### src/spare_pin_params.svh
// Purpose: Constants for the spare pin port
// Assumes: APB slave, 32-bit data, word-aligned registers
// Notes:   Offsets are byte addresses
`ifndef SPARE_PIN_PARAMS_SVH
`define SPARE_PIN_PARAMS_SVH

`define SP_NUM_PINS       6
`define SP_ADDR_W         8
`define SP_OFF_DIR        8'h00
`define SP_OFF_OUT        8'h04
`define SP_OFF_PULL       8'h08
`define SP_OFF_IN         8'h0c
`define SP_DIR_RST        6'h00
`define SP_OUT_RST        6'h00
`define SP_PULL_RST       12'h555
`define SP_PULL_LSB_W     2

`endif

### src/spare_pin_pkg.sv
// Purpose: Types for the spare pin port
// Assumes: Included parameters header
// Notes:   Pull selection encoding per pin
package spare_pin_pkg;
  typedef enum logic [1:0]
  {
    PULL_NONE   = 2'h0,
    PULL_WEAK   = 2'h1,
    PULL_STRONG = 2'h2,
    PULL_RSVD   = 2'h3
  } pull_sel_t;
endpackage

### src/spare_pin_port.sv
// Purpose: Six spare general purpose pins under software command
// Assumes: APB slave clocked by pclk, inputs synchronous to pclk
// Notes:   Pull code 3 behaves as no pull
//
// Our own choices: the placing of the registers and the APB interface to the registers.
`include "spare_pin_params.svh"
`timescale 1ns/1ps
`default_nettype none

module spare_pin_port
(
  // Clock, reset, enable
  input  wire logic                      pclk,
  input  wire logic                      presetn,
  input  wire logic                      clk_en,
  // APB slave
  input  wire logic                      psel,
  input  wire logic                      penable,
  input  wire logic                      pwrite,
  input  wire logic [`SP_ADDR_W-1:0]     paddr,
  input  wire logic [31:0]               pwdata,
  output logic      [31:0]               prdata,
  output logic                           pready,
  output logic                           pslverr,
  // Spare pins
  input  wire logic [`SP_NUM_PINS-1:0]   spare_pins_i,
  output logic      [`SP_NUM_PINS-1:0]   spare_pins_o,
  output logic      [`SP_NUM_PINS-1:0]   spare_pins_oe_n,
  output logic      [`SP_NUM_PINS-1:0]   pull_weak_en,
  output logic      [`SP_NUM_PINS-1:0]   pull_strong_en
);

  // Register state
  logic [`SP_NUM_PINS-1:0]     dir_q;
  logic [`SP_NUM_PINS-1:0]     dir_d;
  logic [`SP_NUM_PINS-1:0]     out_q;
  logic [`SP_NUM_PINS-1:0]     out_d;
  logic [2*`SP_NUM_PINS-1:0]   pull_q;
  logic [2*`SP_NUM_PINS-1:0]   pull_d;
  logic [`SP_NUM_PINS-1:0]     in_q;

  // Bus decode
  logic                        setup_ph;
  logic                        access_ph;
  logic                        wr_en;
  logic                        rd_en;
  logic                        addr_ok;
  logic [31:0]                 rdata_d;

  // Pin drive next values
  logic [`SP_NUM_PINS-1:0]     oe_n_d;
  logic [`SP_NUM_PINS-1:0]     weak_d;
  logic [`SP_NUM_PINS-1:0]     strong_d;

  // True when the pull field of pin i holds code s
  function automatic logic pull_is
  (
    input logic [2*`SP_NUM_PINS-1:0] p,
    input int                        i,
    input spare_pin_pkg::pull_sel_t  s
  );
    pull_is = (p[i*`SP_PULL_LSB_W +: `SP_PULL_LSB_W] == s);
  endfunction

  // True when the bus address selects the register at offset off
  function automatic logic reg_hit
  (
    input logic [`SP_ADDR_W-1:0] a,
    input logic [`SP_ADDR_W-1:0] off
  );
    reg_hit = (a == off);
  endfunction

  // Setup cycle opens a transfer; access cycle carries the registered answer
  assign setup_ph  = psel && !penable;
  assign access_ph = psel && penable && pready;

  // Writes land at the edge where the master sees pready high
  assign wr_en = access_ph && pwrite && clk_en;
  assign rd_en = setup_ph && !pwrite && clk_en;

  // Read data and address check
  always_comb
  begin
    addr_ok = 1'b1;
    rdata_d = '0;
    if (reg_hit(paddr, `SP_OFF_DIR))
      rdata_d[`SP_NUM_PINS-1:0] = dir_q;
    else if (reg_hit(paddr, `SP_OFF_OUT))
      rdata_d[`SP_NUM_PINS-1:0] = out_q;
    else if (reg_hit(paddr, `SP_OFF_PULL))
      rdata_d[2*`SP_NUM_PINS-1:0] = pull_q;
    else if (reg_hit(paddr, `SP_OFF_IN))
      rdata_d[`SP_NUM_PINS-1:0] = in_q;
    else
      addr_ok = 1'b0;
  end

  // Register next values; unmapped writes change nothing
  always_comb
  begin
    dir_d  = dir_q;
    out_d  = out_q;
    pull_d = pull_q;
    if (wr_en && reg_hit(paddr, `SP_OFF_DIR))
      dir_d = pwdata[`SP_NUM_PINS-1:0];
    if (wr_en && reg_hit(paddr, `SP_OFF_OUT))
      out_d = pwdata[`SP_NUM_PINS-1:0];
    if (wr_en && reg_hit(paddr, `SP_OFF_PULL))
      pull_d = pwdata[2*`SP_NUM_PINS-1:0];
  end

  // Pulls only on inputs; code none leaves the pin floating
  always_comb
  begin
    oe_n_d   = '1;
    weak_d   = '0;
    strong_d = '0;
    for (int i = 0; i < `SP_NUM_PINS; i++)
    begin
      oe_n_d[i]   = !dir_q[i];
      weak_d[i]   = !dir_q[i] && pull_is(pull_q, i, spare_pin_pkg::PULL_WEAK);
      strong_d[i] = !dir_q[i] && pull_is(pull_q, i, spare_pin_pkg::PULL_STRONG);
    end
  end

  // Ready: one access cycle after every setup cycle that has clk_en high
  always_ff @(posedge pclk or negedge presetn)
  begin
    if (!presetn)
      pready <= 1'b0;
    else if (clk_en)
      pready <= setup_ph;
  end

  // Error flag for unmapped addresses
  always_ff @(posedge pclk or negedge presetn)
  begin
    if (!presetn)
      pslverr <= 1'b0;
    else if (clk_en)
      pslverr <= setup_ph && !addr_ok;
  end

  // Read data stands in the access cycle only
  always_ff @(posedge pclk or negedge presetn)
  begin
    if (!presetn)
      prdata <= '0;
    else if (clk_en)
      prdata <= rd_en ? rdata_d : '0;
  end

  // Direction register, only path of control
  always_ff @(posedge pclk or negedge presetn)
  begin
    if (!presetn)
      dir_q <= `SP_DIR_RST;
    else if (clk_en)
      dir_q <= dir_d;
  end

  // Output level register
  always_ff @(posedge pclk or negedge presetn)
  begin
    if (!presetn)
      out_q <= `SP_OUT_RST;
    else if (clk_en)
      out_q <= out_d;
  end

  // Pull selection register
  always_ff @(posedge pclk or negedge presetn)
  begin
    if (!presetn)
      pull_q <= `SP_PULL_RST;
    else if (clk_en)
      pull_q <= pull_d;
  end

  // Input sampling
  always_ff @(posedge pclk or negedge presetn)
  begin
    if (!presetn)
      in_q <= '0;
    else if (clk_en)
      in_q <= spare_pins_i;
  end

  // Drive levels; six independent pins
  always_ff @(posedge pclk or negedge presetn)
  begin
    if (!presetn)
      spare_pins_o <= `SP_OUT_RST;
    else if (clk_en)
      spare_pins_o <= out_q;
  end

  // Output enables, off until a pin is made an output
  always_ff @(posedge pclk or negedge presetn)
  begin
    if (!presetn)
      spare_pins_oe_n <= '1;
    else if (clk_en)
      spare_pins_oe_n <= oe_n_d;
  end

  // Weak pull-up enables
  always_ff @(posedge pclk or negedge presetn)
  begin
    if (!presetn)
      pull_weak_en <= '1;
    else if (clk_en)
      pull_weak_en <= weak_d;
  end

  // Strong pull-up enables
  always_ff @(posedge pclk or negedge presetn)
  begin
    if (!presetn)
      pull_strong_en <= '0;
    else if (clk_en)
      pull_strong_en <= strong_d;
  end

endmodule

`default_nettype wire

### config.mk
export PLATFORM = sky130hd
export DESIGN_NAME = spare_pin_port
export DESIGN_NICKNAME = d
export VERILOG_FILES = /design/src/spare_pin_pkg.sv /design/src/spare_pin_port.sv
export VERILOG_INCLUDE_DIRS = /design/src
export SDC_FILE = /design/constraint.sdc
export NUM_CORES = 1
export LEC_CHECK = 0
export BUFFER_PORTS_ARGS = -buffer_cell sky130_fd_sc_hd__buf_4
export CORE_MARGIN = 2
export CORE_UTILIZATION = 45
export DETAILED_ROUTE_END_ITERATION = 10
export PLACE_DENSITY = 0.8
export SYNTH_ARGS = -nofsm -noshare
export SYNTH_HDL_FRONTEND = slang
export SYNTH_SLANG_ARGS = --single-unit
### constraint.sdc
create_clock -name pclk -period 1.6 [get_ports pclk]
set_clock_uncertainty 0.15 [all_clocks]
set_input_delay 0.16 -clock pclk [delete_from_list [all_inputs] [get_ports pclk]]
set_output_delay 0.16 -clock pclk [all_outputs]
set_load 0.01 [all_outputs]
# [Word level (Yosys, flattened, before mapping)]
# Index checks and enable logic that the tools add are counted.
[classes] mux=12 n_eq_ne=15 reduce_logical=36
[ops] cell="$mux W6" n=7
[ops] cell="$logic_and A1 B1 Y1" n=23
[ops] cell="$eq A8 B4 Y1 const B" n=2
[ops] cell="$eq A2 B1 Y1 const B" n=6
[ops] cell="$eq A2 B2 Y1 const B" n=6
[ops] cell="$mux W12" n=1
[ops] cell="$logic_not A1 Y1" n=9
[ops] cell="$eq A8 B3 Y1 const B" n=1
[ops] cell="$logic_not A8 Y1" n=1
[ops] cell="$reduce_and A2 Y1" n=3
[ops] cell="$mux W1" n=4
[totals] word_cells=74 reg_bits=88 input_bits=52

# [Depth between registers and ports, before layout]
[depth] ltp_word=7 ltp_mapped=5 depth_no_buf=3

# [Least setup slack after synthesis]
# Ideal clock, no wire load.
[synth_timing] kind="input port to flip-flop" start="input port paddr[1]" end="register pull_q[11]" required_ns=1.325 path_buffers=2 cell_stages=5 arrival_time_ns=1.822 path_slack_ns=-0.498 cell_sequence="or4_4 > buf_6 > or4_4 > buf_6 > mux2_4"
[synth_via] elab_chain_len=3
[synth_rtl] item="from (decl)" line_no="spare_pin_port.sv:20" text="input wire logic [`SP_ADDR_W-1:0] paddr,"
[synth_rtl] item="$eq A8 B4 Y1" line_no="spare_pin_port.sv:71" text="reg_hit = (a == off);"
[synth_rtl] item="$logic_and A1 B1 Y1" line_no="spare_pin_port.sv:109" text="if (wr_en && reg_hit(paddr, `SP_OFF_PULL))"
[synth_rtl] item="$reduce_and A2 Y1 (no line)"
[synth_rtl] item="to (signal assigned)" line_no="spare_pin_port.sv:176" text="pull_q <= `SP_PULL_RST;"
[synth_rtl] item="to (signal assigned)" line_no="spare_pin_port.sv:178" text="pull_q <= pull_d;"
[synth_rtl] item="to (decl)" line_no="spare_pin_port.sv:38" text="logic [2*`SP_NUM_PINS-1:0] pull_q;"
# Every way passes these cells.
# A chain may end at the register's enable or synchronous reset.

# [Final worst setup path]
[layout_timing] start="register pready" end="register pull_q[1]"
[layout_via] elab_chain_len=5
[layout_rtl] item="from (decl)" line_no="spare_pin_port.sv:23" text="output logic pready,"
[layout_rtl] item="from (signal assigned)" line_no="spare_pin_port.sv:133" text="pready <= setup_ph;"
[layout_rtl] item="$logic_and A1 B1 Y1" line_no="spare_pin_port.sv:76" text="assign access_ph = psel && penable && pready;"
[layout_rtl] item="$logic_and A1 B1 Y1 (2 in series)" line_no="spare_pin_port.sv:79" text="assign wr_en = access_ph && pwrite && clk_en;"
[layout_rtl] item="$logic_and A1 B1 Y1" line_no="spare_pin_port.sv:109"
[layout_rtl] item="$reduce_and A2 Y1 (no line)"
# Every way passes these cells.

==> results_dict.tcl <==
set metrics [dict create \
    num_antenna_cells 0 \
    setup_tns_ns -4.85 \
    drive_gt1_frac 0.522 \
    p_int_uw 2700 \
    die_area_um2 7460 \
    p_total_uw 3530 \
    synthMuxAreaShare 0.189 \
    clkTransAtPathRegs_ns 0.07 \
    synth_top_area_frac 0.410 \
    synthSimpleGateAreaFrac 0.0790 \
    antenna_found_initial 0 \
    fin_ws_ns -0.246 \
    cp-end-kind "register" \
    synth_area_leader_cell "dfrtp_1" \
    clock_latency_ns 0.35 \
    arrival_ns 1.93 \
    switching_share 0.234 \
    synth-xor-area-share 0 \
    grt_pass1_vias 2350 \
    finalWirelength_um 7420 \
    synth.area.top_cells "dfrtp_1 41%, dfstp_2 15%, mux2_2 9.6%, buf_4 4.9%, mux2_4 4.9%" \
    viasPerCell 5.31 \
    ir_drop_uv 472 \
    grt_first_pass_wirelength_um 12000 \
    drt_iter0_markers 89 \
    synth_top_family_by_area "multiplexers" \
    initial_core_util 0.457 \
    cts_made_buffers 9 \
    remaining_drc_errors 0 \
    fmax_ghz 0.542 \
    regArea_um2 1720 \
    violations "setup timing" \
    syn_area_um2 3060 \
    timing.final.crit_period_ns 1.85 \
    layout_commonest_cell "buf_4" \
    leakage_uw 0.00208 \
    cts-root-buf "clkbuf_8" \
    grt_usage 0.214 \
    final_antenna_net_count 0 \
    finalMaxSlewViolations 0 \
    combinationalPowerShare 0.100 \
    crit_path_start_kind "register" \
    numClockSinks 68 \
    power.density_nw_per_um2 840 \
    io_buffers 69 \
    finalWeightedCongestion 0.787 \
    cts_htree_levels 3 \
    power.share.clock 0.395 \
    io_pins 110 \
    die_y_um 86.4 \
    p_seq_frac 0.504 \
    synth_compound_area_frac 0.0807 \
    finalSetupViolCount 24 \
    synth_fa_ha_area_frac 0 \
    critical_path_required_ns 1.68 \
    rsz0062_at_grt "yes" \
    finalHoldViolCount 0 \
    synthArstFlopShare 1.00 \
    cap_viol_max_count 0 \
    post_synth_num_cell_types 31 \
    yosys_warnings 0 \
    firstDrtPassIters 4 \
    fin_nets 386 \
    crit_fanout 6 \
    ys_seq_area_frac 0.564 \
    synth-seq-cells 68 \
    wire_per_inst_um 17.7 \
    overflow 0 \
    vias 2224 \
    synth-edff-count 0 \
    dp_hpwl_um 4880 \
    fillers 470 \
    die_w_um 86.4 \
    multiInputGateArea_um2 1210 \
    synth.avg_cell_area_um2 13.8 \
    clockBufferDepth 2 \
    min_period_over_period 1.15 \
    synth_flop_cell "dfrtp_1" \
    cts_tree "built" \
    core-area_um2 6680 \
    critPathKind "register to register" \
    syn-instance-count 221 \
    rows 30 \
    final_cell_mix "90 x buf_4, 50 x dfrtp_1, 21 x mux2_4" \
    grt_max_degree 48 \
    hold_class "input pin to register" \
    p_sw_uw 828 \
    area_growth_syn_to_layout_pct 37.7 \
    outcome "finished with violations" \
]
==> timing repair <==
action                                 in CTS  in global routing
pin swaps                                   1                  3
endpoints found under the hold margin      88                  0
setup endpoints to repair                  24                 30
gates resized for setup                     2                  3
cloned                                      1                  0
hold buffers                               21                  0
buffers inserted                            2                  1
==> sequential cells by signal, summed over array words and instances (netlist names) <==
register         cells
pull_strong_en       6
pull_weak_en         6
pready               1
in_q                 6
pull_q              12
prdata              12
spare_pins_o         6
pslverr              1
dir_q                6
out_q                6
spare_pins_oe_n      6
==> power groups by stage <==
stage / Sequential (µW) / Combinational (µW) / Clock (µW)
after floorplan: 1810 / 159 / 0
after global placement: 1810 / 294 / 0
after detailed placement: 1810 / 303 / 0
after CTS: 1780 / 351 / 1410
after global routing: 1780 / 387 / 1500
final: 1780 / 355 / 1400
==> Yosys cell counts, types with 2 or more instances <==
cell        n
mux2_2     26
o21ai_0     7
nor4_4      2
buf_4      20
o32ai_1     6
mux2_4     10
inv_1      13
mux4_2      6
clkbuf_1    6
a21o_1      6
dfstp_2    18
or4_4       2
o2bb2ai_1   7
nand2_1    13
a22o_1      6
dfrtp_1    50
buf_2       2
nor4b_1     6
or4bb_1     2
buf_6       2
==> cell families after synthesis <==
family	Yosys count
and+or+nand+nor	33
AOI/OAI and AO/OA	32
muxes	42
other	1
DFF	68
buffers and inverters	45
==> critical path, cell delays in order, from the launching register on <==
cell,delay [ns]
dfrtp_1,0.36
buf_4,0.12
buf_6,0.09
nand2_4,0.05
or4_4,0.61
mux2_4,0.34
==> layout make-up <==
type                       count  share of cell area
clock buffer                  12              0.0345
sequential                    68               0.410
timing repair buffer         113               0.220
multi-input combinational    128               0.288
inverter                      14              0.0125
tap                           80              0.0238
clock inverter                 4              0.0116
==> stage by stage <==
| stage | utilization | hold slack, ns | cell area (µm²) | setup slack (ns) | cells |
|---|---|---|---|---|---|
| after global routing | 0.630 | 0.0156 | 4210 | -0.282 | 419 |
| after CTS | 0.628 | 0.000756 | 4200 | -0.224 | 419 |
| final | 0.630 | 0.00137 | 4210 | -0.246 | 419 |
| after floorplan | - | -0.286 | 3200 | -0.431 | 240 |
| after global placement | 0.563 | -0.0835 | 3760 | -0.478 | 379 |
| after detailed placement | 0.563 | -0.0793 | 3760 | -0.510 | 379 |
==> worst paths after layout <==
kind / startpoint / endpoint / slack (ns) / cells after the start
worst max-delay path: pready / pull_q[1] / -0.25 / 5
worst min-delay path: clk_en / pready / 0.001 / 3
worst max register to register: pready / pull_q[1] / -0.25 / 5
worst min register to register: pull_weak_en[5] / pull_weak_en[5] / 0.34 / 2
max in group asynchronous: presetn / spare_pins_oe_n[4] / 0.63 / 3
min in group asynchronous: presetn / in_q[0] / 0.08 / 2
==> per-layer routing <==
layer	wire length (µm)	global-route usage
met2	3700	0.341
met4	175	0.0810
met3	469	0.0733
met1	3080	0.272
met5	0	0
Power figures use the tool's default switching activity.
